[src/rtl/power_mode_map.vh]
// Register offsets, field positions, reset values and timing of the power mode controller.
`ifndef POWER_MODE_MAP_VH
`define POWER_MODE_MAP_VH

// ==========================================================================
// Register byte offsets
`define PMC_OFS_CTRL 8'h00
`define PMC_OFS_STATUS 8'h04
`define PMC_OFS_PCFG 8'h08
`define PMC_OFS_PRUN 8'h0c
`define PMC_OFS_SLOWEN 8'h10
`define PMC_OFS_WAKEEN 8'h14
`define PMC_OFS_ISTAT 8'h18
`define PMC_OFS_IMASK 8'h1c

// ==========================================================================
// Control register fields
`define PMC_CTRL_DEEP 0
`define PMC_CTRL_AFTER 1
`define PMC_CTRL_WAKECLK 2
`define PMC_CTRL_CLKEXT 3
`define PMC_CTRL_INTEN 4
`define PMC_CTRL_EXTEN 5
`define PMC_CTRL_W 6
`define PMC_CTRL_RST 6'h10

// ==========================================================================
// Interrupt status fields and other reset values
`define PMC_EV_SLEEP 0
`define PMC_EV_DEEP 1
`define PMC_EV_WAKE 2
`define PMC_EV_W 3
`define PMC_PCLK_RST 16'h0003
`define PMC_RESP_OKAY 2'b00
`define PMC_RESP_SLVERR 2'b10

// ==========================================================================
// Fast oscillator settle time after wake, in ns, and the clock period
`define PMC_SETTLE_NS 160
`define PMC_CLK_NS 10

`endif

[src/rtl/sync_2ff.v]
// Two flip-flop synchroniser with asynchronous reset to zero.
`timescale 1ns/1ps
`default_nettype none

module sync_2ff #(
   parameter WIDTH = 1
) (
   input wire clk,
   input wire rstN,
   input wire [WIDTH-1:0] d,
   output reg [WIDTH-1:0] q
);

   reg [WIDTH-1:0] meta_q;

   // The first stage feeds only the second stage.
   always @(posedge clk or negedge rstN) begin
      if (!rstN) begin
         meta_q <= {WIDTH{1'b0}};
         q <= {WIDTH{1'b0}};
      end else begin
         meta_q <= d;
         q <= meta_q;
      end
   end

endmodule
`default_nettype wire

[src/rtl/settle_timer.v]
// Counts an oscillator's ready level for a settle period and flags done.
`timescale 1ns/1ps
`default_nettype none

module settle_timer #(
   parameter CYCLES = 16,
   parameter CW = 8
) (
   input wire clk,
   input wire rstN,
   input wire run,
   input wire ready,
   output reg done
);

   localparam [31:0] LAST_W = CYCLES - 1;
   localparam [CW-1:0] LAST = LAST_W[CW-1:0];
   reg [CW-1:0] count_q;

   // Any drop of ready restarts the count, so a glitchy start is not trusted.
   always @(posedge clk or negedge rstN) begin
      if (!rstN) begin
         count_q <= {CW{1'b0}};
         done <= 1'b0;
      end else if (!run || !ready) begin
         count_q <= {CW{1'b0}};
         done <= 1'b0;
      end else if (count_q == LAST) begin
         done <= 1'b1;
      end else begin
         count_q <= count_q + 1'b1;
      end
   end

endmodule
`default_nettype wire

[src/rtl/power_mode_controller.v]
// Operating-mode controller: Active, Sleep and DeepSleep with clock gating.
//
// Functional notes
// - Power-up enters Active; only three modes
// - Wait request enters Sleep or DeepSleep
// - Handler return sleeps when after-handler set
// - Sleep halts processor only
// - DeepSleep stops fast oscillators, keeps slow
// - Hardware interrupt wakes back to Active
// - Supply supervisor resets in every mode
// - Peripheral clocks off after reset, except two
// - Config clock off discards writes silently
// - Operating clock off stops peripheral function
// - Wake clock select forces internal fast clock on wake from DeepSleep
`timescale 1ns/1ps
`default_nettype none
`include "power_mode_map.vh"

module power_mode_controller #(
   parameter NPERIPH = 16,
   parameter NIRQ = 32
) (
   input wire clk,
   input wire reset_n,
   input wire coreSupplyOk,
   input wire analogSupplyOk,
   input wire awvalid,
   output reg awready,
   input wire [7:0] awaddr,
   input wire wvalid,
   output reg wready,
   input wire [31:0] wdata,
   input wire [3:0] wstrb,
   output reg bvalid,
   input wire bready,
   output reg [1:0] bresp,
   input wire arvalid,
   output reg arready,
   input wire [7:0] araddr,
   output reg rvalid,
   input wire rready,
   output reg [31:0] rdata,
   output reg [1:0] rresp,
   input wire waitInterruptRequest,
   input wire handlerReturn,
   input wire [NIRQ-1:0] irqLines,
   input wire intFastReady,
   input wire extFastReady,
   output reg sysReset_n,
   output reg cpuClkEn,
   output reg internalFastOscEn,
   output reg externalFastOscEn,
   output reg sysClkExternal,
   output reg [3:0] slowOscEn,
   output reg [NPERIPH-1:0] periphCfgClkEn,
   output reg [NPERIPH-1:0] periphRunClkEn,
   output reg modeSleep,
   output reg modeDeep,
   output reg irq
);

   // ========================================================================
   // Constants and state codes

   localparam integer SETTLE_CYC =
      (`PMC_SETTLE_NS + `PMC_CLK_NS - 1) / `PMC_CLK_NS;
   localparam [3:0] ST_ACTIVE = 4'h1;
   localparam [3:0] ST_SLEEP = 4'h2;
   localparam [3:0] ST_DEEP = 4'h4;
   localparam [3:0] ST_WAKE = 4'h8;

   // ========================================================================
   // Reset and input synchronisation

   wire rawReset_n;
   wire rstN;
   wire [NIRQ-1:0] irqSync;
   wire [1:0] readySync;
   wire settled;

   // supply supervisor reset
   // A low on either supply holds everything in reset whatever the mode.
   assign rawReset_n = reset_n & coreSupplyOk & analogSupplyOk;

   sync_2ff #(.WIDTH(1)) u_rst_sync (
      .clk(clk),
      .rstN(rawReset_n),
      .d(1'b1),
      .q(rstN)
   );

   // Interrupt lines may come from pins, so they are synchronised first.
   sync_2ff #(.WIDTH(NIRQ)) u_irq_sync (
      .clk(clk),
      .rstN(rstN),
      .d(irqLines),
      .q(irqSync)
   );

   sync_2ff #(.WIDTH(2)) u_rdy_sync (
      .clk(clk),
      .rstN(rstN),
      .d({extFastReady, intFastReady}),
      .q(readySync)
   );

   // ========================================================================
   // Registers

   reg [`PMC_CTRL_W-1:0] ctrl_q;
   reg [NPERIPH-1:0] pcfg_q;
   reg [NPERIPH-1:0] prun_q;
   reg [3:0] slowEn_q;
   reg [NIRQ-1:0] wakeEn_q;
   reg [`PMC_EV_W-1:0] istat_q;
   reg [`PMC_EV_W-1:0] imask_q;
   reg [3:0] state_q;
   reg [3:0] state_d;
   reg awHeld_q;
   reg wHeld_q;
   reg [7:0] awAddr_q;
   reg [31:0] wData_q;
   reg [3:0] wStrb_q;

   wire deepSel = ctrl_q[`PMC_CTRL_DEEP];
   wire afterHandler = ctrl_q[`PMC_CTRL_AFTER];
   wire wakeClkSel = ctrl_q[`PMC_CTRL_WAKECLK];
   wire wakeHit;
   wire sleepReq;
   wire selReady;
   wire doWrite;
   wire doRead;
   wire wrMapped;
   wire rdMapped;

   // ========================================================================
   // Mode sequencing

   // enabled wake sources only
   // Lines not enabled as wake sources are ignored while asleep.
   assign wakeHit = |(irqSync & wakeEn_q);

   // sleep on handler return
   // Both entry paths share one request; the deep bit picks the mode.
   assign sleepReq = waitInterruptRequest | (handlerReturn & afterHandler);

   assign selReady = ctrl_q[`PMC_CTRL_CLKEXT] ? readySync[1] : readySync[0];

   // fast oscillator settle
   // The processor stays halted until the chosen source reads stable.
   settle_timer #(.CYCLES(SETTLE_CYC), .CW(8)) u_settle (
      .clk(clk),
      .rstN(rstN),
      .run(state_q == ST_WAKE),
      .ready(selReady),
      .done(settled)
   );

   // Next mode from the present one and this cycle's events.
   always @* begin
      state_d = state_q;
      case (state_q)
         ST_ACTIVE: begin
            if (sleepReq) begin
               state_d = deepSel ? ST_DEEP : ST_SLEEP;
            end
         end
         ST_SLEEP: begin
            if (wakeHit) begin
               state_d = ST_ACTIVE;
            end
         end
         ST_DEEP: begin
            if (wakeHit) begin
               state_d = ST_WAKE;
            end
         end
         ST_WAKE: begin
            if (settled) begin
               state_d = ST_ACTIVE;
            end
         end
         default: begin
            state_d = ST_ACTIVE;
         end
      endcase
   end

   always @(posedge clk or negedge rstN) begin
      if (!rstN) begin
         state_q <= ST_ACTIVE;
      end else begin
         state_q <= state_d;
      end
   end

   // Mode outputs are taken from the next state so they move with it.
   always @(posedge clk or negedge rstN) begin
      if (!rstN) begin
         cpuClkEn <= 1'b1;
         modeSleep <= 1'b0;
         modeDeep <= 1'b0;
         internalFastOscEn <= 1'b1;
         externalFastOscEn <= 1'b0;
         sysClkExternal <= 1'b0;
         slowOscEn <= 4'h0;
         sysReset_n <= 1'b0;
      end else begin
         sysReset_n <= 1'b1;
         cpuClkEn <= (state_d == ST_ACTIVE);
         modeSleep <= (state_d == ST_SLEEP);
         modeDeep <= (state_d == ST_DEEP) | (state_d == ST_WAKE);
         internalFastOscEn <= ctrl_q[`PMC_CTRL_INTEN] &
            (state_d != ST_DEEP);
         externalFastOscEn <= ctrl_q[`PMC_CTRL_EXTEN] &
            (state_d != ST_DEEP);
         sysClkExternal <= ctrl_q[`PMC_CTRL_CLKEXT];
         // Slow oscillators follow software alone, whatever the mode.
         slowOscEn <= slowEn_q;
      end
   end

   // operating clock gates function
   // The operating enable stands alone, so a configured peripheral with
   // its operating clock off still does nothing.
   always @(posedge clk or negedge rstN) begin
      if (!rstN) begin
         periphCfgClkEn <= `PMC_PCLK_RST;
         periphRunClkEn <= `PMC_PCLK_RST;
      end else begin
         // writes lost without fault
         // With its configuration clock off a peripheral never sees the
         // write, and nothing here reports an error for it.
         periphCfgClkEn <= pcfg_q;
         periphRunClkEn <= prun_q;
      end
   end

   // ========================================================================
   // AXI4-Lite write channel

   assign doWrite = awHeld_q & wHeld_q & ~bvalid;
   assign wrMapped = (awAddr_q[1:0] == 2'b00) &&
      (awAddr_q[7:2] <= (`PMC_OFS_IMASK >> 2));

   // Address and data are taken in either order; the answer needs both.
   always @(posedge clk or negedge rstN) begin
      if (!rstN) begin
         awready <= 1'b0;
         wready <= 1'b0;
         awHeld_q <= 1'b0;
         wHeld_q <= 1'b0;
         awAddr_q <= 8'h00;
         wData_q <= 32'h00000000;
         wStrb_q <= 4'h0;
         bvalid <= 1'b0;
         bresp <= `PMC_RESP_OKAY;
      end else begin
         awready <= ~awHeld_q & ~(awvalid & awready) & ~bvalid;
         wready <= ~wHeld_q & ~(wvalid & wready) & ~bvalid;
         if (awvalid && awready) begin
            awHeld_q <= 1'b1;
            awAddr_q <= awaddr;
         end
         if (wvalid && wready) begin
            wHeld_q <= 1'b1;
            wData_q <= wdata;
            wStrb_q <= wstrb;
         end
         if (doWrite) begin
            bvalid <= 1'b1;
            bresp <= wrMapped ? `PMC_RESP_OKAY : `PMC_RESP_SLVERR;
         end else if (bvalid && bready) begin
            bvalid <= 1'b0;
            awHeld_q <= 1'b0;
            wHeld_q <= 1'b0;
         end
      end
   end

   // Byte lanes merge new data into an old value under the strobes.
   function [31:0] merge;
      input [31:0] old;
      input [31:0] nw;
      input [3:0] strb;
      integer i;
      begin
         for (i = 0; i < 4; i = i + 1) begin
            merge[i*8 +: 8] = strb[i] ? nw[i*8 +: 8] : old[i*8 +: 8];
         end
      end
   endfunction

   // ========================================================================
   // Register writes and hardware updates

   wire [31:0] ctrlWide = {{(32-`PMC_CTRL_W){1'b0}}, ctrl_q};
   wire [31:0] pcfgWide = {{(32-NPERIPH){1'b0}}, pcfg_q};
   wire [31:0] prunWide = {{(32-NPERIPH){1'b0}}, prun_q};
   wire [31:0] slowWide = {28'h0000000, slowEn_q};
   wire [31:0] maskWide = {29'h0, imask_q};
   wire [31:0] ctrlNew = merge(ctrlWide, wData_q, wStrb_q);
   wire [31:0] pcfgNew = merge(pcfgWide, wData_q, wStrb_q);
   wire [31:0] prunNew = merge(prunWide, wData_q, wStrb_q);
   wire [31:0] slowNew = merge(slowWide, wData_q, wStrb_q);
   wire [31:0] wakeNew = merge(wakeEn_q, wData_q, wStrb_q);
   wire [31:0] maskNew = merge(maskWide, wData_q, wStrb_q);
   wire wakeFromDeep = (state_q == ST_DEEP) & wakeHit;

   always @(posedge clk or negedge rstN) begin
      if (!rstN) begin
         ctrl_q <= `PMC_CTRL_RST;
         pcfg_q <= `PMC_PCLK_RST;
         prun_q <= `PMC_PCLK_RST;
         slowEn_q <= 4'h0;
         wakeEn_q <= {NIRQ{1'b0}};
         imask_q <= 3'h0;
      end else begin
         if (doWrite) begin
            case (awAddr_q)
               `PMC_OFS_CTRL: ctrl_q <= ctrlNew[`PMC_CTRL_W-1:0];
               `PMC_OFS_PCFG: pcfg_q <= pcfgNew[NPERIPH-1:0];
               `PMC_OFS_PRUN: prun_q <= prunNew[NPERIPH-1:0];
               `PMC_OFS_SLOWEN: slowEn_q <= slowNew[3:0];
               `PMC_OFS_WAKEEN: wakeEn_q <= wakeNew[NIRQ-1:0];
               `PMC_OFS_IMASK: imask_q <= maskNew[`PMC_EV_W-1:0];
               default: begin
               end
            endcase
         end
         // wake onto internal clock
         // Hardware wins over a same-cycle software write here.
         if (wakeFromDeep && wakeClkSel) begin
            ctrl_q[`PMC_CTRL_CLKEXT] <= 1'b0;
            ctrl_q[`PMC_CTRL_INTEN] <= 1'b1;
         end
      end
   end

   // ========================================================================
   // Event flags and interrupt output

   wire [`PMC_EV_W-1:0] evSet;
   wire istatClear;
   wire [`PMC_EV_W-1:0] istatNext;

   assign evSet[`PMC_EV_SLEEP] = (state_q != ST_SLEEP) &
      (state_d == ST_SLEEP);
   assign evSet[`PMC_EV_DEEP] = (state_q != ST_DEEP) &
      (state_d == ST_DEEP);
   assign evSet[`PMC_EV_WAKE] = (state_q != ST_ACTIVE) &
      (state_d == ST_ACTIVE);
   assign istatClear = doRead && (araddr == `PMC_OFS_ISTAT);

   // A read clears the flags, but an event in that same cycle survives.
   assign istatNext = (istatClear ? 3'h0 : istat_q) | evSet;

   always @(posedge clk or negedge rstN) begin
      if (!rstN) begin
         istat_q <= 3'h0;
         irq <= 1'b0;
      end else begin
         istat_q <= istatNext;
         irq <= |(istatNext & imask_q);
      end
   end

   // ========================================================================
   // AXI4-Lite read channel

   assign doRead = arvalid & arready;
   assign rdMapped = (araddr[1:0] == 2'b00) &&
      (araddr[7:2] <= (`PMC_OFS_IMASK >> 2));

   reg [31:0] rdValue;

   // Status shows the live mode, the halt and the synchronised readies.
   always @* begin
      rdValue = 32'h00000000;
      case (araddr)
         `PMC_OFS_CTRL: rdValue = ctrlWide;
         `PMC_OFS_STATUS: rdValue = {25'h0, readySync, cpuClkEn,
            state_q};
         `PMC_OFS_PCFG: rdValue = pcfgWide;
         `PMC_OFS_PRUN: rdValue = prunWide;
         `PMC_OFS_SLOWEN: rdValue = slowWide;
         `PMC_OFS_WAKEEN: rdValue = wakeEn_q;
         `PMC_OFS_ISTAT: rdValue = {29'h0, istat_q};
         `PMC_OFS_IMASK: rdValue = maskWide;
         default: rdValue = 32'h00000000;
      endcase
   end

   // One read at a time: arready drops until the data are taken.
   always @(posedge clk or negedge rstN) begin
      if (!rstN) begin
         arready <= 1'b0;
         rvalid <= 1'b0;
         rdata <= 32'h00000000;
         rresp <= `PMC_RESP_OKAY;
      end else begin
         arready <= ~rvalid & ~doRead;
         if (doRead) begin
            rvalid <= 1'b1;
            rdata <= rdValue;
            rresp <= rdMapped ? `PMC_RESP_OKAY : `PMC_RESP_SLVERR;
         end else if (rvalid && rready) begin
            rvalid <= 1'b0;
         end
      end
   end

endmodule
`default_nettype wire

[config.mk]
export PLATFORM = sky130hd
export DESIGN_NAME = power_mode_controller
export DESIGN_NICKNAME = d
export VERILOG_FILES = /design/src/rtl/sync_2ff.v /design/src/rtl/settle_timer.v /design/src/rtl/power_mode_controller.v
export VERILOG_INCLUDE_DIRS = /design/src /design/src/rtl
export SDC_FILE = /design/constraint.sdc
export NUM_CORES = 1
export LEC_CHECK = 0
export ABC_AREA = 1
export BUFFER_PORTS_ARGS = -buffer_cell sky130_fd_sc_hd__buf_4
export CAP_MARGIN = 10
export CORE_UTILIZATION = 55
export DETAILED_ROUTE_END_ITERATION = 8
export GPL_ROUTABILITY_DRIVEN = 0
export PLACE_DENSITY_LB_ADDON = 0.2
export RECOVER_POWER = 100
export SLEW_MARGIN = 20
export SYNTH_ARGS = -nofsm -noshare
export SYNTH_HDL_FRONTEND = slang
export SYNTH_SLANG_ARGS = --single-unit
[constraint.sdc]
create_clock -name clk -period 10.2 [get_ports clk]
set_clock_uncertainty 0.2 [all_clocks]
set_input_delay 2.55 -clock clk [delete_from_list [all_inputs] [get_ports clk]]
set_output_delay 2.55 -clock clk [all_outputs]
set_load 0.01 [all_outputs]
==> metrics.md, run 1 <==
| Metric | Value |
|---|---|
| Worst Setup End Kind | `flop` |
| Final Cycle Share | `between 50% and 60%` |
| Layout cells sized above 1 | `12.3%` |
| Clock Power Share | `34.4%` |
| Die W | `140 um` |
| Yosys warning total | `0` |
| Sequential area share after synthesis | `69.5%` |
| HP Start | `u_irq_sync.meta_q[2]` |
| Reg-to-Reg Start | `u_rst_sync.q` |
| Die Ht | `140 um` |
| Final min period | `5450 ps` |
| Layout Nets | `1317` |
| Die area | `approximately 20000 um2` |
| Setup slack, reg-to-reg | `5330 ps` |
| Synth Register Bits | `292` |
| Status | `finished, violations left` |
| Yosys cell types | `33` |
| Int Pwr | `0.00207 W` |
| Port buffer count | `179` |
| Worst EP required | `10350 ps` |
| Psw | `slightly above 0.0008 W` |
| Area Growth Syn to Fin | `19.5%` |
| Critical path arrival | `between 5000 and 6000 ps` |
| Commonest cells after routing, fill and taps aside | `nand2_1, dfrtp_1, o21ai_0` |
| Vias in the first global route | `7336` |
| Leakage Power | `6.12 nW` |
| Global-route wire length before repair | `37.1 mm` |
| Crit-path max FO | `43` |
| Syn Inst Count | `1031` |
| Final Max Slew Viols | `335` |
| Clock Path Buffers | `3` |
| Worst VDD drop | `148 uV` |
| Drt pass-1 iters | `7` |
| Syn avg cell area | `10.2 um2` |
| Setup violators final | `0` |
| Final hold viol count | `0` |
| Starting Density | `56.2%` |
| Depth of the CTS H-tree | `1` |
| Share of the synthesized area in the top cell type | `66.5%` |
| Comb pwr share | `roughly 15%` |
| Overall Global Routing Usage | `24.0%` |
| CP max-delay cell | `clkbuf_1` |
| Avg Vias per Cell | `5.14` |
| TNS Setup | `0 ps` |
| Post-CTS Hold Fix Bufs | `0` |
| Largest net degree at the start of global routing | `just over 80` |
| DR vias | `7584` |
| PD cells | `230 nW/um2` |
| Post-CTS Setup Inserts | `0` |
| Top post-synthesis cells by area | `dfrtp_1, nand2_1, o21ai_0, dfstp_2, inv_1` |
| Layout Cells excl Fill | `1475` |
| Routed wire length | `around 23 mm` |
| Hold endpoint | `u_irq_sync.q[2]` |
| Slew headroom | `-170%` |
| Worst-path cell chain | `clkbuf_4 > nand2_1 > clkbuf_1 > inv_1 > nor2_1 > a21oi_1` |
| N_diodes | `0` |
| Total core area | `18800 um2` |
| RSZ-0062 raised after global routing | `false` |
| Worst setup SP type | `input pin` |
| Cells after DPL | `1422` |
| # rows | `50` |
| Max stage delay on crit path | `1440 ps` |
| Max cap viols | `5` |
| Worst hold path class | `flop to flop` |
| R2R Path End | `wData_q[13]` |
| Clk Latency, worst-skew pair | `~540 ps` |
| Final hold slack | `137 ps` |
| Pre-CTS setup slack | `5680 ps` |
| I/O pin total | `182` |
| Hold depth | `0` |
| TritonCTS Buffers | `28` |
| Commonest non-fill, non-tap cell in the layout | `nand2_1` |
| Violation count after the first detailed-route iteration | `between 600 and 700` |
| R2R cell count | `1` |
| TritonCTS clock tree | `built` |
| Initial antenna violation count | `0` |
| Sw frac | `28.5%` |
| Drt drc | `0` |
| Mapped Area | `10500 um2` |
| DP HPWL | `16.0 mm` |
| F_max | `about 0.18 GHz` |
| Post-route ant nets | `0` |
| Failing checks | `capacitance limit, slew limit` |
| Clock Sinks | `292` |
| Post-CTS sizing | `0` |
| Area leader, netlist | `dfrtp_1` |
| Total grt overflow | `0` |
| Part of the power in registers | `a little over 50%` |
| WL per Instance | `15.6 um` |
| Root buf cell | `clkbuf_16` |
| Clock Pin Slew Worst Setup and Hold Paths | `70 ps` |
| Worst setup margin | `4750 ps` |
| Slew of the pin with the lowest slew margin | `4050 ps` |
| Crit path kind | `input pin to flop` |
==> worst max-delay path by stage <==
stage,from,end,slack [ps],cells past startpoint
final,arvalid,rvalid,4750,6
after global routing,u_rst_sync.q,wData_q[8],4270,1
after CTS,araddr[1],rdata[5],6240,8
after detailed placement,araddr[1],rdata[5],5680,8
after global placement,arvalid,rdata[2],5660,6
after floorplan,u_rst_sync.q,arready,1280,0
==> synthesized netlist by cell type <==
cell	n
nand2_1	348
dfrtp_1	280
o21ai_0	120
inv_1	75
nor2_1	39
nand3_1	30
o21ai_1	27
a21oi_1	15
clkbuf_1	15
dfstp_2	12
buf_2	9
o21ai_2	8
nor3_1	7
inv_2	6
o22ai_1	6
nand4_1	5
buf_4	4
nand2_2	3
nand3_2	3
a31oi_1	2
conb_1	2
nor2_2	2
nor3b_1	2
nor4_1	2
a21o_1	1
a41oi_1	1
and3_1	1
clkinv_1	1
ha_1	1
nand3b_1	1
nor2_4	1
nor3_2	1
nor4_4	1
==> power by group through the flow <==
stage	combinational, W	sequential [W]	clock (W)
6_report	0.000441	0.00146	0.000996
5_1_grt	0.000503	0.00148	0.00106
4_1_cts	0.000485	0.00146	0.00101
3_5_place_dp	0.000482	0.00148	0
3_3_place_gp	0.000466	0.00148	0
2_1_floorplan	0.000263	0.00148	0
==> critical path, delay by kind of cell <==
kind | cells | cell delay (ps)
buf+inv | 3 | 2530
simple gates | 2 | 410
compound gates | 1 | 70
==> stage by stage <==
step | utilization [%] | cell area (um2) | total power (W)
after floorplan | - | 10600 | 0.00175
after global placement | 64.4 | 12100 | 0.00194
after detailed placement | 64.4 | 12100 | 0.00197
after CTS | 69.2 | 13000 | 0.00296
after global routing | 67.1 | 12600 | 0.00304
final | 67.1 | 12600 | 0.00289
==> cell families after synthesis <==
kind of cell               synth area share (%)
and+or+nand+nor                            17.2
buffers and inverters                      4.17
other                                    0.0712
AOI/OAI and AO/OA                          8.98
DFF                                        69.5
adders and majority gates                 0.119
==> flip-flops by register name, summed over array words and instances (netlist names), 2 cells and up <==
register,flops
state_q,4
wStrb_q,4
slowOscEn,4
slowEn_q,4
periphCfgClkEn,16
u_rdy_sync.meta_q,2
wakeEn_q,32
imask_q,3
pcfg_q,16
u_irq_sync.meta_q,32
u_irq_sync.q,32
periphRunClkEn,16
u_rdy_sync.q,2
wData_q,32
awAddr_q,8
ctrl_q,6
rdata,32
u_settle.count_q,8
prun_q,16
istat_q,3
==> layer usage <==
metal | track usage [%] | vias up | routed length (um) | part of all wire [%]
met5 | 0 | - | 0 | 0
met4 | 6.41 | 0 | 430 | 1.9
met3 | 5.40 | 31 | 1730 | 7.5
met2 | 37.9 | 261 | 10500 | 46
met1 | 34.1 | 3629 | 10300 | 45
li1 | - | 3663 | - | -
==> final cells by class <==
| cell class | count | area (um2) |
|---|---|---|
| Clock buffer | 45 | 866 |
| Timing Repair Buffer | 184 | 1050 |
| Clock inverter | 7 | 37.5 |
| Tap cell | 234 | 293 |
| Sequential cell | 292 | 7320 |
| Multi-Input combinational cell | 631 | 2720 |
| Fill cell | 1531 | 6170 |
| Inverter | 82 | 309 |
No activity file was read; power rests on OpenSTA's default activity.
==> run 2: changes to the inputs <==
--- a/config.mk
+++ b/config.mk
@@ -9,7 +9,7 @@
 export ABC_AREA = 1
 export BUFFER_PORTS_ARGS = -buffer_cell sky130_fd_sc_hd__buf_4
 export CAP_MARGIN = 10
-export CORE_UTILIZATION = 55
+export CORE_UTILIZATION = 50
 export DETAILED_ROUTE_END_ITERATION = 8
 export GPL_ROUTABILITY_DRIVEN = 0
 export PLACE_DENSITY_LB_ADDON = 0.2
==> constraint.sdc (replaced) <==
create_clock -name clk -period 4.9 [get_ports clk]
set_clock_uncertainty 0.2 [all_clocks]
set_input_delay 1.225 -clock clk [delete_from_list [all_inputs] [get_ports clk]]
set_output_delay 1.225 -clock clk [all_outputs]
set_load 0.01 [all_outputs]
==> metrics.md, run 2 (same netlist as run 1, synthesis figures left out) <==
| Metric | Value |
|---|---|
| Worst setup SP type | `input pin` |
| Total core area | `roughly 20000 um2` |
| Worst Setup End Kind | `flop` |
| CP startpoint | `araddr[5]` |
| Drt drc | `0` |
| Worst EP required | `5170 ps` |
| Slew headroom | `-66.5%` |
| Failing checks | `capacitance limit, slew limit` |
| Final Cycle Share | `69.7%` |
| Reg-to-Reg Start | `u_rst_sync.q` |
| Register area | `7320 um2` |
| Clock Pin Slew Worst Setup and Hold Paths | `60 ps` |
| Layout Nets | `1317` |
| Hold depth | `0` |
| Global-route wire length before repair | `38.2 mm` |
| Avg Vias per Cell | `5.01` |
| Max cap viols | `1` |
| Post-CTS Hold Fix Bufs | `0` |
| Layout fillers | `1733` |
| Die Ht | `around 150 um` |
| Worst hold path class | `flop to flop` |
| Die W | `about 150 um` |
| RSZ-0062 raised after global routing | `false` |
| Largest net degree at the start of global routing | `137` |
| Final min period | `3410 ps` |
| TritonCTS clock tree | `built` |
| Post-CTS sizing | `0` |
| Final hold viol count | `0` |
| Worst Setup EP | `rdata[2]` |
| Port buffer count | `around 180` |
| R2R Path End | `u_irq_sync.meta_q[1]` |
| Violation count after the first detailed-route iteration | `595` |
| Final Max Slew Viols | `60` |
| PD cells | `just under 500 nW/um2` |
| Crit path kind | `input pin to flop` |
| Critical path arrival | `3680 ps` |
| # rows | `52` |
| Depth of the CTS H-tree | `1` |
| Crit-path max FO | `17` |
| TritonCTS Buffers | `29` |
| Starting Density | `51.6%` |
| Clock Sinks | `292` |
| Initial antenna violation count | `1` |
| Worst VDD drop | `roughly 340 uV` |
| Commonest non-fill, non-tap cell in the layout | `nand2_1` |
| Root buf cell | `clkbuf_16` |
| I/O pin total | `approximately 180` |
| Setup slack, reg-to-reg | `2000 ps` |
| Post-route ant nets | `0` |
| Clock Path Buffers | `3` |
| Vias in the first global route | `7226` |
| Routed wire length | `23.5 mm` |
| Leakage Power | `6.19 nW` |
| Total grt overflow | `0` |
| Commonest cells after routing, fill and taps aside | `nand2_1, dfrtp_1, o21ai_0` |
| DP HPWL | `about 16 mm` |
| TNS Setup | `0 ps` |
| Status | `finished, violations left` |
| Setup violators final | `0` |
| N_diodes | `0` |
| Die area | `21700 um2` |
| F_max | `0.293 GHz` |
| Overall Global Routing Usage | `22.5%` |
| Pwr Total | `0.00618 W` |
| DR vias | `between 7000 and 8000` |
| R2R cell count | `1` |
| WL per Instance | `15.6 um` |
| Area Growth Syn to Fin | `21.1%` |
| Slew of the pin with the lowest slew margin | `around 2500 ps` |
| Footprint of the multi-input gates | `2730 um2` |
| Clk Latency, worst-skew pair | `530 ps` |
| Layout cells sized above 1 | `13.1%` |
| Post-CTS Setup Inserts | `0` |
| Drt pass-1 iters | `5` |
==> run 2: worst min-delay path by stage <==
| stage | from | to | slack [ps] |
|---|---|---|---|
| after floorplan | u_irq_sync.meta_q[0] | u_irq_sync.q[0] | 130 |
| after global placement | u_irq_sync.meta_q[2] | u_irq_sync.q[2] | 130 |
| after detailed placement | u_irq_sync.meta_q[12] | u_irq_sync.q[12] | 130 |
| after CTS | u_irq_sync.meta_q[29] | u_irq_sync.q[29] | 150 |
| after global routing | u_irq_sync.meta_q[29] | u_irq_sync.q[29] | 150 |
| final | u_irq_sync.meta_q[2] | u_irq_sync.q[2] | 140 |
==> run 2: layout make-up <==
cell class | count | area share [%]
Sequential cell | 292 | 57.4
Multi-Input combinational cell | 631 | 21.4
Timing Repair Buffer | 183 | 8.52
Clock buffer | 37 | 6.23
Tap cell | 270 | 2.65
Inverter | 82 | 2.41
Clock inverter | 16 | 1.49
==> run 2: metal layers <==
metal | global-route usage, % | wire [um] | up-vias
li1 | - | - | 3661
met1 | 32.8 | 10800 | 3576
met2 | 34.4 | 10500 | 279
met3 | 4.35 | 1640 | 47
met4 | 6.80 | 617 | 2
met5 | 0 | 13 | -
==> run 2: worst max-delay path, cell delays in order <==
cell and delay (ps):
clkbuf_4 110, nor2_1 130, nand2_1 140, nor2_1 450
nand2_1 530, inv_1 610, nand2_1 140, nand4_1 140
o21ai_0 100, nand2_1 100
==> run 2: power breakdown <==
group / total, W / leakage [nW] / switching (W) / internal [W]
Sequential: 0.00303 / 3.76 / 0.000215 / 0.00282
Clock: 0.00224 / 0.479 / 0.000886 / 0.00136
Combinational: 0.000905 / 1.95 / 0.000624 / 0.000280
==> run 2: metrics by stage <==
stage | hold WS, ps | instances | utilization [%] | setup WS [ps] | instance area [um2]
after floorplan | 131 | 1033 | - | 1800 | 10600
after global placement | 132 | 1458 | 59.5 | 1730 | 12200
after detailed placement | 135 | 1458 | 59.5 | 1650 | 12200
after CTS | 149 | 1511 | 64.3 | 2160 | 13100
after global routing | 151 | 1511 | 62.5 | 1230 | 12800
final | 143 | 1511 | 62.5 | 1490 | 12800
